`config.mk`:
```
export PLATFORM = sky130hd
export DESIGN_NAME = pge_top
export DESIGN_NICKNAME = d
export VERILOG_FILES = /design/src/rtl/pge_pkg.sv /design/src/rtl/pge_sync.sv /design/src/rtl/pge_top.sv
export SDC_FILE = /design/constraint.sdc
export NUM_CORES = 1
export LEC_CHECK = 0
export ABC_AREA = 1
export BUFFER_PORTS_ARGS = -buffer_cell sky130_fd_sc_hd__buf_2
export CAP_MARGIN = 20
export CORE_MARGIN = 2
export CORE_UTILIZATION = 45
export CTS_CLUSTER_SIZE = 20
export DETAILED_ROUTE_END_ITERATION = 10
export GPL_ROUTABILITY_DRIVEN = 0
export GPL_TIMING_DRIVEN = 0
export PLACE_DENSITY = 0.71
export SETUP_SLACK_MARGIN = 0.5
export SYNTH_ARGS = -nofsm -noshare
export SYNTH_HDL_FRONTEND = slang
export SYNTH_SLANG_ARGS = --single-unit
```
`constraint.sdc`:
```
create_clock -name CLOCK_I -period 11.4 [get_ports CLOCK_I]
set_input_delay 0 -clock CLOCK_I [delete_from_list [all_inputs] [get_ports CLOCK_I]]
set_output_delay 0 -clock CLOCK_I [all_outputs]
set_load 0.01 [all_outputs]
```
`src/rtl/pge_pkg.sv`:
```
package pge_pkg;

   // ----------------------------------------------------------------------
   // Widths of the pin and flag fields.
   // ----------------------------------------------------------------------
   localparam int PGE_PINS     = 12;                  // Event pins and unit count per kind.
   localparam int PGE_CAP_BITS = 16;                  // Capture flags: 12 units plus 4 egress.
   localparam int PGE_EGR_BITS = 4;                   // Egress time-stamp events, two per port.

   // ----------------------------------------------------------------------
   // Register indices; the byte address is four times the index.
   // ----------------------------------------------------------------------
   localparam logic [11:0] IDX_PIN_SNAPSHOT = 12'h680; // Live pin levels, read only.
   localparam logic [11:0] IDX_PIN_DIR      = 12'h682; // Per-pin direction select.
   localparam logic [11:0] IDX_TRIG_FLAGS   = 12'h688; // Trigger unit flags, write one to clear.
   localparam logic [11:0] IDX_TRIG_MASK    = 12'h68a; // Trigger unit enables.
   localparam logic [11:0] IDX_CAP_FLAGS    = 12'h68c; // Capture flags, write one to clear.
   localparam logic [11:0] IDX_CAP_MASK     = 12'h68e; // Capture enables.

   localparam logic [15:0] ADDR_PIN_SNAPSHOT = 16'(IDX_PIN_SNAPSHOT * 4); // Byte address.
   localparam logic [15:0] ADDR_PIN_DIR      = 16'(IDX_PIN_DIR * 4);      // Byte address.
   localparam logic [15:0] ADDR_TRIG_FLAGS   = 16'(IDX_TRIG_FLAGS * 4);   // Byte address.
   localparam logic [15:0] ADDR_TRIG_MASK    = 16'(IDX_TRIG_MASK * 4);    // Byte address.
   localparam logic [15:0] ADDR_CAP_FLAGS    = 16'(IDX_CAP_FLAGS * 4);    // Byte address.
   localparam logic [15:0] ADDR_CAP_MASK     = 16'(IDX_CAP_MASK * 4);     // Byte address.

   // ----------------------------------------------------------------------
   // Reset values and bit positions.
   // ----------------------------------------------------------------------
   localparam logic [11:0] RST_PIN_DIR    = 12'h000;  // All pins start as trigger outputs.
   localparam logic [11:0] RST_TRIG_FLAGS = 12'h000;  // No trigger flag pending.
   localparam logic [11:0] RST_TRIG_MASK  = 12'h000;  // All trigger enables off.
   localparam logic [15:0] RST_CAP_FLAGS  = 16'h0000; // No capture flag pending.
   localparam logic [15:0] RST_CAP_MASK   = 16'h0000; // All capture enables off.
   localparam int          CAP_EGR_LSB    = 12;       // Egress flags sit at bits 15..12.
   localparam int          TOP_TRIG_BIT   = 10;       // Merged trigger bit in top flags/mask.
   localparam int          TOP_CAP_BIT    = 12;       // Merged capture bit in top flags/mask.

   // Register selected by a bus address.
   typedef enum logic [2:0] {
      SEL_NONE,
      SEL_SNAP,
      SEL_DIR,
      SEL_TFLAG,
      SEL_TMASK,
      SEL_CFLAG,
      SEL_CMASK
   } pge_sel_t;

endpackage : pge_pkg

```
`src/rtl/pge_sync.sv`:
```
`timescale 1ns/1ns
// Two-stage synchroniser for asynchronous pin levels.
module pge_sync
#(
   parameter int WIDTH = 12                          // Number of bits synchronised.
)
(
   input  wire logic             clk_i,              // System clock.
   input  wire logic             rst_i,              // Asynchronous reset, active high.
   input  wire logic [WIDTH-1:0] async_i,            // Levels from outside the clock domain.
   output logic      [WIDTH-1:0] sync_o              // Levels after two flip-flops.
);

   // ----------------------------------------------------------------------
   // State of the two stages.
   // ----------------------------------------------------------------------
   typedef struct packed {
      logic [WIDTH-1:0] meta;                         // First stage, read only by the second.
      logic [WIDTH-1:0] stable;                       // Second stage, safe to use.
   } pge_sync_state_t;

   pge_sync_state_t st_reg;                           // Registered state.
   pge_sync_state_t st_next;                          // Next state.

   // The first stage may go metastable, so only the second stage reads it.
   always_comb
   begin
      st_next        = st_reg;
      st_next.meta   = async_i;
      st_next.stable = st_reg.meta;
   end

   // Both stages clear to zero under reset.
   always_ff @(posedge clk_i or posedge rst_i)
   begin
      if (rst_i)
      begin
         st_reg <= '0;
      end
      else
      begin
         st_reg <= st_next;
      end
   end

   assign sync_o = st_reg.stable;

endmodule : pge_sync

```
`src/rtl/pge_top.sv`:
```
`timescale 1ns/1ns
module pge_top
   import pge_pkg::*;
(
   input  wire logic        CLOCK_I,                  // System clock, 10 MHz.
   input  wire logic        RESET_I,                  // Asynchronous reset, active high.
   input  wire logic        PSEL_I,                   // APB select.
   input  wire logic        PENABLE_I,                // APB access phase.
   input  wire logic        PWRITE_I,                 // APB direction, high for write.
   input  wire logic [15:0] PADDR_I,                  // APB byte address.
   input  wire logic [31:0] PWDATA_I,                 // APB write data.
   input  wire logic [3:0]  PSTRB_I,                  // APB byte strobes.
   output logic             PREADY_O,                 // APB ready, from a flip-flop.
   output logic      [31:0] PRDATA_O,                 // APB read data, from a flip-flop.
   output logic             PSLVERR_O,                // APB error for unmapped address.
   input  wire logic [11:0] GPIO_I,                   // Pin levels, asynchronous.
   output logic      [11:0] GPIO_O,                   // Pin drive values.
   output logic      [11:0] GPIO_OE_O,                // Pin output enables, high drives.
   input  wire logic [11:0] TRIG_OUT_I,               // Trigger unit output levels.
   input  wire logic [11:0] TRIG_EVT_I,               // Trigger unit done or error pulses.
   output logic      [11:0] CAP_IN_O,                 // Pin levels handed to capture units.
   input  wire logic [11:0] CAP_RDY_I,                // Capture unit ready levels.
   input  wire logic [3:0]  EGRESS_TS_EVT_I,          // Egress stamp available pulses.
   output logic      [15:0] TOP_IRQ_FLAGS_O,          // Merged status, bits 10 and 12.
   output logic      [15:0] TOP_IRQ_MASK_O,           // Merged enables, bits 10 and 12.
   output logic             IRQ_O                     // Interrupt request, active high.
);

   // ----------------------------------------------------------------------
   // Module state.
   // ----------------------------------------------------------------------
   typedef struct packed {
      logic [11:0] dir;                               // Direction select per pin.
      logic [11:0] trig_flag;                         // Trigger flags.
      logic [11:0] trig_mask;                         // Trigger enables.
      logic [15:0] cap_flag;                          // Capture flags.
      logic [15:0] cap_mask;                          // Capture enables.
      logic [11:0] rdy_prev;                          // Ready levels of the last cycle.
      logic        ready;                             // Bus ready.
      logic [31:0] rdata;                             // Bus read data.
      logic        slverr;                            // Bus error.
      logic [11:0] gpio_out;                          // Pin drive values.
      logic [11:0] gpio_oe;                           // Pin output enables.
      logic [11:0] cap_in;                            // Pin levels for capture units.
      logic [15:0] top_flags;                         // Merged status image.
      logic [15:0] top_mask;                          // Merged enable image.
      logic        irq;                               // Interrupt request.
   } pge_state_t;

   pge_state_t  st_reg;                               // Registered state.
   pge_state_t  st_next;                              // Next state.
   logic [11:0] pin_sync;                             // Pin levels after synchronising.

   // ----------------------------------------------------------------------
   // Helpers.
   // ----------------------------------------------------------------------

   // Decodes a byte address; used by both the read and the write path.
   function automatic pge_sel_t reg_sel(input logic [15:0] addr);
      pge_sel_t sel;
      sel = SEL_NONE;
      case (addr)
         ADDR_PIN_SNAPSHOT: sel = SEL_SNAP;
         ADDR_PIN_DIR:      sel = SEL_DIR;
         ADDR_TRIG_FLAGS:   sel = SEL_TFLAG;
         ADDR_TRIG_MASK:    sel = SEL_TMASK;
         ADDR_CAP_FLAGS:    sel = SEL_CFLAG;
         ADDR_CAP_MASK:     sel = SEL_CMASK;
         default:           sel = SEL_NONE;
      endcase
      return sel;
   endfunction : reg_sel

   // Turns the two low byte strobes into a bit mask for the 16-bit fields.
   function automatic logic [15:0] lane_mask(input logic [3:0] strb);
      return {{8{strb[1]}}, {8{strb[0]}}};
   endfunction : lane_mask

   // ----------------------------------------------------------------------
   // Pin synchroniser.
   // ----------------------------------------------------------------------

   // Pins change at any time, so they pass two flip-flops before use.
   pge_sync #(
      .WIDTH   (PGE_PINS)
   ) u_pin_sync (
      .clk_i   (CLOCK_I),
      .rst_i   (RESET_I),
      .async_i (GPIO_I),
      .sync_o  (pin_sync)
   );

   // ----------------------------------------------------------------------
   // Next-state logic.
   // ----------------------------------------------------------------------

   // One process computes the bus answer, the registers, the flags and the
   // pin controls. The bus answers with one wait state so that read data
   // and ready both come from flip-flops.
   always_comb
   begin
      logic        setup_done;                        // Access phase, ready not yet given.
      logic        wr_take;                           // Write takes effect at this edge.
      logic [15:0] wmask;                             // Written bits after strobes.
      logic [15:0] wbits;                             // Data bits that are written.
      logic [11:0] rdy_rise;                          // Capture ready rising edges.
      logic [11:0] trig_clr;                          // Trigger flags cleared by software.
      logic [15:0] cap_clr;                           // Capture flags cleared by software.
      pge_sel_t    sel;                               // Addressed register.

      st_next    = st_reg;
      sel        = reg_sel(PADDR_I);
      setup_done = PSEL_I & PENABLE_I & ~st_reg.ready;
      wr_take    = PSEL_I & PENABLE_I & st_reg.ready & PWRITE_I;
      wmask      = lane_mask(PSTRB_I);
      wbits      = PWDATA_I[15:0] & wmask;
      trig_clr   = '0;
      cap_clr    = '0;
      rdy_rise   = CAP_RDY_I & ~st_reg.rdy_prev;

      // Ready is high for one cycle; the edge that samples it completes.
      // The error flag is registered together with ready, so the pin needs no gate.
      st_next.ready  = setup_done;
      st_next.slverr = setup_done & (sel == SEL_NONE);
      if (setup_done)
      begin
         // Read data are fixed in the cycle before ready is seen.
         st_next.rdata  = '0;
         if (!PWRITE_I)
         begin
            case (sel)
               SEL_SNAP:  st_next.rdata[11:0] = pin_sync;
               SEL_DIR:   st_next.rdata[11:0] = st_reg.dir;
               SEL_TFLAG: st_next.rdata[11:0] = st_reg.trig_flag;
               SEL_TMASK: st_next.rdata[11:0] = st_reg.trig_mask;
               SEL_CFLAG: st_next.rdata[15:0] = st_reg.cap_flag;
               SEL_CMASK: st_next.rdata[15:0] = st_reg.cap_mask;
               default:   st_next.rdata       = '0;
            endcase
         end
      end

      // Writes land only at the completing edge; unmapped ones are dropped.
      if (wr_take)
      begin
         case (sel)
            SEL_DIR:
            begin
               st_next.dir = (st_reg.dir & ~wmask[11:0]) | wbits[11:0];
            end
            SEL_TFLAG:
            begin
               trig_clr = wbits[11:0];
            end
            SEL_TMASK:
            begin
               st_next.trig_mask = (st_reg.trig_mask & ~wmask[11:0]) | wbits[11:0];
            end
            SEL_CFLAG:
            begin
               cap_clr = wbits;
            end
            SEL_CMASK:
            begin
               st_next.cap_mask = (st_reg.cap_mask & ~wmask) | wbits;
            end
            default:
            begin
               trig_clr = '0;
            end
         endcase
      end

      // Flags: the clear is applied first, so a coinciding event still sets.
      st_next.rdy_prev  = CAP_RDY_I;
      st_next.trig_flag = (st_reg.trig_flag & ~trig_clr) | TRIG_EVT_I;
      st_next.cap_flag  = (st_reg.cap_flag & ~cap_clr)
                          | {EGRESS_TS_EVT_I, rdy_rise};

      // Pins: direction zero drives the trigger output, one feeds capture.
      st_next.gpio_oe  = ~st_next.dir;
      st_next.gpio_out = TRIG_OUT_I & ~st_next.dir;
      st_next.cap_in   = pin_sync & st_next.dir;

      // Merged images follow the flags in the same cycle that they change.
      st_next.top_flags               = '0;
      st_next.top_mask                = '0;
      st_next.top_flags[TOP_TRIG_BIT] = |st_next.trig_flag;
      st_next.top_flags[TOP_CAP_BIT]  = |st_next.cap_flag;
      st_next.top_mask[TOP_TRIG_BIT]  = |st_next.trig_mask;
      st_next.top_mask[TOP_CAP_BIT]   = |st_next.cap_mask;
      st_next.irq = |(st_next.top_flags & st_next.top_mask);
   end

   // ----------------------------------------------------------------------
   // State register.
   // ----------------------------------------------------------------------

   // Reset gives every register its reset value; the pins come up as
   // driven trigger outputs, which suits a board that expects outputs.
   always_ff @(posedge CLOCK_I or posedge RESET_I)
   begin
      if (RESET_I)
      begin
         st_reg           <= '0;
         st_reg.dir       <= RST_PIN_DIR;
         st_reg.trig_flag <= RST_TRIG_FLAGS;
         st_reg.trig_mask <= RST_TRIG_MASK;
         st_reg.cap_flag  <= RST_CAP_FLAGS;
         st_reg.cap_mask  <= RST_CAP_MASK;
         st_reg.gpio_oe   <= ~RST_PIN_DIR;
      end
      else
      begin
         st_reg <= st_next;
      end
   end

   // ----------------------------------------------------------------------
   // Outputs, all straight from the state register.
   // ----------------------------------------------------------------------
   assign PREADY_O        = st_reg.ready;
   assign PRDATA_O        = st_reg.rdata;
   assign PSLVERR_O       = st_reg.slverr;
   assign GPIO_O          = st_reg.gpio_out;
   assign GPIO_OE_O       = st_reg.gpio_oe;
   assign CAP_IN_O        = st_reg.cap_in;
   assign TOP_IRQ_FLAGS_O = st_reg.top_flags;
   assign TOP_IRQ_MASK_O  = st_reg.top_mask;
   assign IRQ_O           = st_reg.irq;
endmodule : pge_top

```
==> flow_summary.ini, run 1 <==
[status]
run_status = complete, no violations

[clock_network]
cts-hold-fix-buffers = 86
h-tree-depth = 4
cts_tree = built
clk_pin_slew_worst_paths_ns = 0.07
clockBufferDepth = 2
cts.sinks = 163
numCtsBuffers = 17
clock-root-buffer = clkbuf_16
ctsResizeCount = 0
clk_latency_ns = 0.43
post_cts_buffers = 0

[synthesis]
seq_area_frac_synth_pct = 53.6
yosysUniqueCellTypes = 41
netlist.area_leader.share_pct = 49.5
ys_warn_count = 0
synthesis.area_um2 = 7630
synth_edf_count = 0
postSynthAreaPerCell_um2 = 8.96
synth-async-reset-ratio_pct = 100
yosys.area.top_type = dfrtp_1
syn_inst = 852
synth-main-ff-cell = dfrtp_1
synth.area.top_cells = dfrtp_1 (50%), nand2_1 (12%), buf_4 (10%)
yosys_register_bits = 163

[die]
die_w_um = 134
dieArea_um2 = 18000
row_count = 47
core-area_um2 = 16600
initial_core_util_pct = 46.0
die_y_um = 134
num_io_pins = 212

[power_and_ir_drop]
vdd_drop_max_v = 0.000103
power_frac_seq_pct = 46.4
p_switching_w = 0.000292
p_per_area_nw_per_um2 = 123
p_clk_share_pct = 46.1
p_leak_nw = 5.57
p_int_w = 0.000981
combPwrFrac_pct = 7.5
swShare_pct = 22.9

[final_layout]
post-route-util_pct = 62.2
area_growth_pct = 35.2
final_common_cell = nand2_1
n_antenna_cell = 0
largest_reg_flops = 80
layout.nets = 1258
regArea_um2 = 4090
multi_input_area_um2 = 2440
layout-drive-gt1-share_pct = 31.9
nFillCells = 1445
final_cell_mix = nand2_1 (248), buf_2 (153), dfrtp_1 (151)

[timing]
worstMarginPinSlew_ns = 0.518
max_slew_margin_pct = 65.5
finalHoldViolations = 0
finalCriticalPeriod_ns = 2.27
timing.final.crit_share_pct = 19.9
clock_skew_ns = 0.00640
slew_violations = 0
fin_setup_tns_ns = 0
rsz0062_at_grt = false
fmax_mhz = 440
setup_viol_count_final = 0

[route]
drc = 0
drt_iter0_markers = 429
first_pass_iters = 5
detail_route.wl_per_cell_um = 13.6
postRouteAntennaNets = 0
avgViaCountPerCell = 4.47
num_vias = 6183
routed_wl_um = 18700

[global_route]
grtUsageMet2_pct = 34.6
grt_use_met1_pct = 28.5
grt_pass1_wl_um = 29400
busiest_layer = met2
overflow = 0
grt_pass1_vias = 5894
grt_usage_pct = 21.3
met3_usage_pct = 3.85
antenna_found_initial = 0
grt_max_degree = 91

[worst_setup_path]
endpoint_kind = flip-flop
crit_fanout = 10
r2r_slack_ns = 9.22
cp.required_ns = 11.77
reg2reg_depth = 9
rr_endpoint = GPIO_O[9]
startpoint_type = primary input
arrival_ns = 2.64
rr_startpoint = PREADY_O
path_class = in2reg

[placement]
portBuffers = 148
hpwlAfterDp_um = 13700

[min_path]
min_path_type = in2reg
hold_start = PWDATA_I[2]
whs_endpoint = st_reg[173]
hold_path_depth = 3

[job]
cap_viol_max_count = 0
==> stage by stage <==
stage               setup slack, ns  instance area (um2)  std cells  hold slack, ns  power, W
CTS                            9.08                10300       1382          0.0208   0.00128
floorplan                      7.01                 7790        895          0.0314  0.000645
finish                         9.13                10300       1382          0.0344   0.00127
detailed placement             9.34                 8840       1264          0.0877  0.000675
global route                   8.83                10300       1382          0.0358   0.00132
global placement               5.28                 8810       1263           0.109  0.000672
==> kinds of logic (layout without fill, tap and decap cells) <==
family | count (synthesis) | count (layout) | share of synthesized area [%]
AO/OA/AOI/OAI | 76 | 76 | 6.89
buffers and inverters | 222 | 489 | 16.5
flip-flops | 163 | 163 | 53.6
other | 1 | 44 | 0.0491
AND/OR/NAND/NOR | 390 | 390 | 22.9
==> synth_stat cells, drive strengths merged (5+ instances only) <==
master	instances
nor2	87
inv	105
nand2	262
dfstp	12
o21ai	49
a21oi	8
buf	111
clkinv	5
nand3	25
o21bai	5
a22o	6
dfrtp	151
nand4	13
==> power by group through the flow <==
stage	Sequential, W	Clock, W	Combinational, W
after global placement	0.000601	0	0.0000717
after global routing	0.000590	0.000622	0.000106
after CTS	0.000590	0.000594	0.0000955
after detailed placement	0.000601	0	0.0000741
after floorplan	0.000600	0	0.0000442
final	0.000590	0.000587	0.0000957
==> routing by layer <==
| layer | share of wire (%) | vias up |
|---|---|---|
| met5 | 0 | - |
| met2 | 47 | 232 |
| met3 | 6.4 | 46 |
| met1 | 44 | 2827 |
| li1 | - | 3078 |
| met4 | 2.8 | 0 |
==> critical path, stage by stage <==
cell and delay, ns:
dlygate4sd3_1 0.51, buf_2 0.09, nand2_1 0.11, dlygate4sd3_1 0.59, nor2_1 0.14, clkinv_1 0.27
nor2_1 0.42, buf_2 0.30, o31ai_1 0.13, nand2_1 0.07
==> worst max-delay path by stage <==
stage	depth (start not counted)	slack (ns)	end	from
CTS	10	9.08	PRDATA_O[8]	PENABLE_I
detailed placement	14	9.34	IRQ_O	PREADY_O
global placement	2	5.28	GPIO_O[9]	RESET_I
finish	10	9.13	PRDATA_O[2]	PENABLE_I
floorplan	1	7.01	CAP_IN_O[0]	RESET_I
global route	10	8.83	PRDATA_O[1]	PENABLE_I
==> layout make-up <==
type | count | area share (%)
plain buffers | 112 | 8.14
clock buffers | 20 | 4.52
clock inverters | 12 | 1.39
inverters | 110 | 4.17
multi-input cells | 510 | 23.6
flip-flops and latches | 163 | 39.7
well taps | 220 | 2.67
repair buffers | 235 | 15.8
Power figures use the tool's default switching activity.
==> inputs of run 2 (changes only) <==
- PLACE_DENSITY: 0.71 -> 0.74
- clock period: 11.4 -> 1.86 ns (I/O delays scaled with it)
==> run 2 against run 1 <==
Against the previous run: the flow now finishes with violations (setup timing); design area up 8.8%; sequential cell count did not move; core utilization up 5.5 points; via count up 6.1%; final cell count is 1.9% higher; clock power increased to 6.3 times the previous value; wire length increased by 12%; clock-buffer cell count decreased by 1; critical path type is now reg2reg; largest cell class unchanged.
==> flow_summary.ini, run 2 (synthesized netlist as in run 1, its figures left out) <==
[placement]
placedInstanceArea_um2 = 9010
portBuffers = 148
hpwlAfterDp_um = 14100
placed_cells = 1267

[route]
wl_met2_um = 9870
drt_iter0_markers = 512
drc = 0
wl_met1_um = 8970
dr_wl_met3_um = 1500
first_pass_iters = 7
postRouteAntennaNets = 0
detail_route.wl_per_cell_um = 14.9
num_vias = 6560
routed_wl_um = 21000
routed.top_layer = met4
avgViaCountPerCell = 4.66

[final_layout]
area_growth_pct = 47.1
design_area_um2 = 11200
final_common_cell = nand2_1
nFillCells = 1222
layout-drive-gt1-share_pct = 43.4
largest_reg_flops = 80
final_cell_mix = nand2_1 (200), dfrtp_1 (151), buf_2 (151)
layout.nets = 1284
n_antenna_cell = 0
final_cells = 1408

[clock_network]
h-tree-depth = 4
clk_pin_slew_worst_paths_ns = 0.06
cts.sinks = 163
cts_tree = built
numCtsBuffers = 17
clockBufferDepth = 2
clk_latency_ns = 0.44
clock-root-buffer = clkbuf_16

[timing]
max_slew_margin_pct = 46.3
worst_slack_ns = -0.0241
worstMarginPinSlew_ns = 0.801
timing.final.crit_share_pct = 101
finalHoldViolations = 0
finalCriticalPeriod_ns = 1.88
clock_skew_ns = 0.00745
slew_violations = 0
setup_viol_count_final = 1
rsz0062_at_grt = true
fmax_mhz = 531

[min_path]
min_path_type = in2reg

[die]
die_w_um = 134
initial_core_util_pct = 46.0
row_count = 47
dieArea_um2 = 18000
num_io_pins = 212
die_y_um = 134
core-area_um2 = 16600

[global_route]
grt_pass1_vias = 6192
antenna_found_initial = 0
overflow = 0
grt_usage_pct = 23.1
grt_pass1_wl_um = 31600
grt_max_degree = 42

[worst_setup_path]
crit_family = simple AND/OR/NAND/NOR gates
cp_slowest_stage_delay_ns = 0.37
arrival_ns = 2.22
slowest_stage = dfrtp_1
cp.required_ns = 2.19
cp_cell_sequence = nand2_2 > nor2_4 > nand2_4 > clkinv_8 > buf_12 > nand2_8 > o21ai_2 > nand2_1 > nor2_2 > nand2_1 > nor2_2 > nand2_2 > nand2_1 > nand2_1
endpoint_kind = flip-flop
path_class = reg2reg
startpoint_type = flip-flop
crit_buf_inv = 2
crit_fanout = 8
crit_top_cell = nand2_1

[status]
violations = setup timing
run_status = finished, violations left

[power_and_ir_drop]
p_per_area_nw_per_um2 = 707
vdd_drop_max_v = 0.000704
p_leak_nw = 5.87

[job]
cap_viol_max_count = 0
## run 2: where the power goes
| group | total, W | switching [W] | internal [W] |
|---|---|---|---|
| Combinational | 0.000642 | 0.000322 | 0.000320 |
| Sequential | 0.00362 | 0.0000161 | 0.00360 |
| Clock | 0.00368 | 0.00150 | 0.00218 |
## run 2: cell type report
type                       count  area [um2]  share of cell area [%]
tap                          220         275                    2.45
buffer                       112         862                    7.68
multi-input combinational    511        3020                    26.9
timing repair buffer         259        1880                    16.8
timing repair inverter         1        5.00                  0.0446
sequential                   163        4090                    36.5
inverter                     110         470                    4.19
clock buffer                  19         443                    3.95
clock inverter                13         174                    1.55
## run 2: what timing repair did
item,4_1_cts,5_1_grt
pin swaps,39,40
gates resized for setup,81,88
endpoints found under the setup margin,102,114
endpoints found under the hold margin,143,0
hold buffers,72,0
gates cloned,0,3
buffers inserted,26,8
## run 2: path summary, 6_finish.rpt
kind / endpoint / slack [ns] / from / cells after the start
min in group asynchronous: st_reg[120] / 0.18 / RESET_I / 3
setup / recovery: IRQ_O / -0.02 / PREADY_O / 14
hold reg to reg: u_pin_sync.sync_o[6] / 0.35 / u_pin_sync.st_next[6] / 0
setup reg to reg: IRQ_O / -0.02 / PREADY_O / 14
hold / removal: st_reg[127] / 0.04 / PSTRB_I[1] / 5
max in group asynchronous: GPIO_OE_O[8] / 0.83 / RESET_I / 5
## run 2: stage by stage
stage                     utilization (%)  hold WS (ns)  setup WS, ns  TNS (ns)  total power [W]
final                                67.7        0.0386       -0.0241   -0.0241          0.00794
after global routing                 67.7        0.0587        -0.134    -0.154          0.00819
after CTS                            65.4       0.00338        0.0228         0          0.00794
after detailed placement             54.3         0.113        -0.224    -0.376          0.00416
after global placement               53.9         0.110         -1.16   -179.16          0.00413
after floorplan                         -        0.0314        -0.201    -30.35          0.00396
## run 2: layer usage
layer	up-vias	global-route usage [%]
met5	-	0
li1	3142	-
met1	3039	30.5
met2	314	36.8
met4	0	9.18
met3	65	5.63
## run 2: worst reg2reg max path, delay by kind of cell, from the launching register on
| kind | cells | cell delay [ns] |
|---|---|---|
| and+or+nand+nor | 11 | 1.04 |
| AOI/OAI and AO/OA | 1 | 0.13 |
| buffers and inverters | 2 | 0.26 |
| DFF | 1 | 0.37 |
==> inputs of run 3 (changes only) <==
- PLACE_DENSITY: 0.74 -> 0.71
- SETUP_SLACK_MARGIN: 0.5 -> 0.1
- clock period: 1.86 -> 1.87 ns (I/O delays scaled with it)
==> run 3 against run 2 <==
Against the previous run: the run still ends with setup timing left; fmax is 1.6% lower; clock power hardly changed; critical path depth is 2 lower; hold slack better by 0.025 ns; wire length is 8.1% lower; combinational power is 4.4% lower; design area is 4.9% lower; sequential share of layout area is 1.9 points higher; via count is 4.6% lower; global-route usage is 0.93 points lower; clock-buffer cell count is 1 lower; clock skew hardly changed; largest power group unchanged.
==> flow_summary.ini, run 3 (synthesized netlist as in run 1, its figures left out) <==
[route]
routed_wl_um = 19300
detail_route.wl_per_cell_um = 13.9
first_pass_iters = 7
drc = 0
avgViaCountPerCell = 4.51
drt_iter0_markers = 473
num_vias = 6259
postRouteAntennaNets = 0

[placement]
hpwlAfterDp_um = 13900
pre_cts_ws_ns = -0.226
portBuffers = 148

[power_and_ir_drop]
p_leak_nw = 5.69
total_power_w = 0.00790
vdd_drop_max_v = 0.000657
p_per_area_nw_per_um2 = 741

[status]
run_status = finished, violations left
violations = setup timing

[final_layout]
final_cell_mix = nand2_1 (227), buf_2 (153), dfrtp_1 (151)
regArea_um2 = 4090
largest_reg_flops = 80
n_antenna_cell = 0
multi_input_area_um2 = 2680
layout-drive-gt1-share_pct = 37.1
final_common_cell = nand2_1
area_growth_pct = 39.8
layout.nets = 1265
nFillCells = 1389

[timing]
rsz0062_at_grt = true
setup_viol_count_final = 2
slew_violations = 0
finalCriticalPeriod_ns = 1.92
timing.final.crit_share_pct = 102
clock_skew_ns = 0.00781
fin_setup_tns_ns = -0.0833
fmax_mhz = 522
worst_slack_ns = -0.0452
finalHoldViolations = 0

[die]
num_io_pins = 212
initial_core_util_pct = 46.0
dieArea_um2 = 18000
die_y_um = 134
core-area_um2 = 16600
die_w_um = 134
row_count = 47

[worst_setup_path]
endpoint_kind = flip-flop
arrival_ns = 2.24
rr_startpoint = PREADY_O
startpoint_type = flip-flop
path_class = reg2reg
startpoint = PREADY_O
cp.required_ns = 2.20
crit_fanout = 8

[clock_network]
clock-root-buffer = clkbuf_16
cts.sinks = 163
clockBufferDepth = 2
cts_tree = built
clk_pin_slew_worst_paths_ns = 0.07
numCtsBuffers = 17
clk_latency_ns = 0.43
h-tree-depth = 4

[global_route]
grt_usage_pct = 22.1
antenna_found_initial = 0
grt_pass1_vias = 6069
overflow = 0
grt_max_degree = 44
grt_pass1_wl_um = 30600

[min_path]
min_path_type = in2reg
hold_start = PSTRB_I[1]

[job]
cap_viol_max_count = 0
[run 3: cell count changes in the layout (fill, tap and decap cells not counted), sizes merged, moves of 2 or more]
cell,previous run,this run
dlygate4sd3,72,76
clkinv,8,5
inv,108,113
clkbuf,21,19
buf,297,277
[run 3: path summary, 6_finish.rpt]
check / endpoint / slack [ns] / cells past startpoint
max reg2reg: TOP_IRQ_MASK_O[12] / -0.05 / 12
min in group asynchronous: GPIO_O[4] / 0.11 / 3
max in group asynchronous: GPIO_OE_O[2] / 0.89 / 5
min reg2reg: u_pin_sync.sync_o[7] / 0.35 / 0
max: TOP_IRQ_MASK_O[12] / -0.05 / 12
min: st_reg[125] / 0.06 / 5
[run 3: critical path: stages, from the launching register on]
cell and delay [ns]:
dfrtp_1 0.37, nand2_2 0.08, nor2_4 0.18, buf_8 0.17
buf_6 0.11, nand3_4 0.14, nand2_2 0.12, nand2_1 0.09
nor2_1 0.12, nand2_1 0.08, nor2_1 0.12, nand2_2 0.09
buf_4 0.14
[run 3: layer usage]
metal	share of wire, %	wire length (um)	track usage, %	up-vias
li1	-	-	-	3087
met5	0	0	0	-
met4	2.9	551	9.06	0
met3	7.1	1370	4.08	46
met1	43	8220	29.0	2850
met2	48	9170	36.4	276
[run 3: report_power, final]
| group | total (W) | leakage, nW | internal, W | switching [W] |
|---|---|---|---|---|
| registers | 0.00360 | 1.96 | 0.00358 | 0.0000164 |
| logic | 0.000614 | 3.43 | 0.000310 | 0.000303 |
| clock network | 0.00369 | 0.301 | 0.00217 | 0.00152 |
[run 3: final cells by class]
class,instances,area share (%)
clock buffer,18,4.12
timing repair buffer,242,15.9
inverter,110,4.13
multi-input combinational,510,25.2
tap,220,2.58
buffer,112,8.02
clock inverter,14,1.75
sequential,163,38.4
[run 3: metrics by stage]
stage          hold slack, ns  cells  area, um2  util [%]
2_1_floorplan          0.0314    895       7800         -
3_3_place_gp            0.109   1263       8810      53.1
3_5_place_dp           0.0139   1267       8890      53.6
4_1_cts                -0.109   1382      10500      63.1
5_1_grt                0.0815   1389      10700      64.3
6_report               0.0634   1389      10700      64.3
[run 3: what timing repair did]
item / CTS / global route
endpoints found under the setup margin: 11 / 18
hold buffers: 75 / 1
endpoints found under the hold margin: 188 / 4
setup buffers: 8 / 6
resized for setup: 39 / 48
pin swaps: 26 / 34
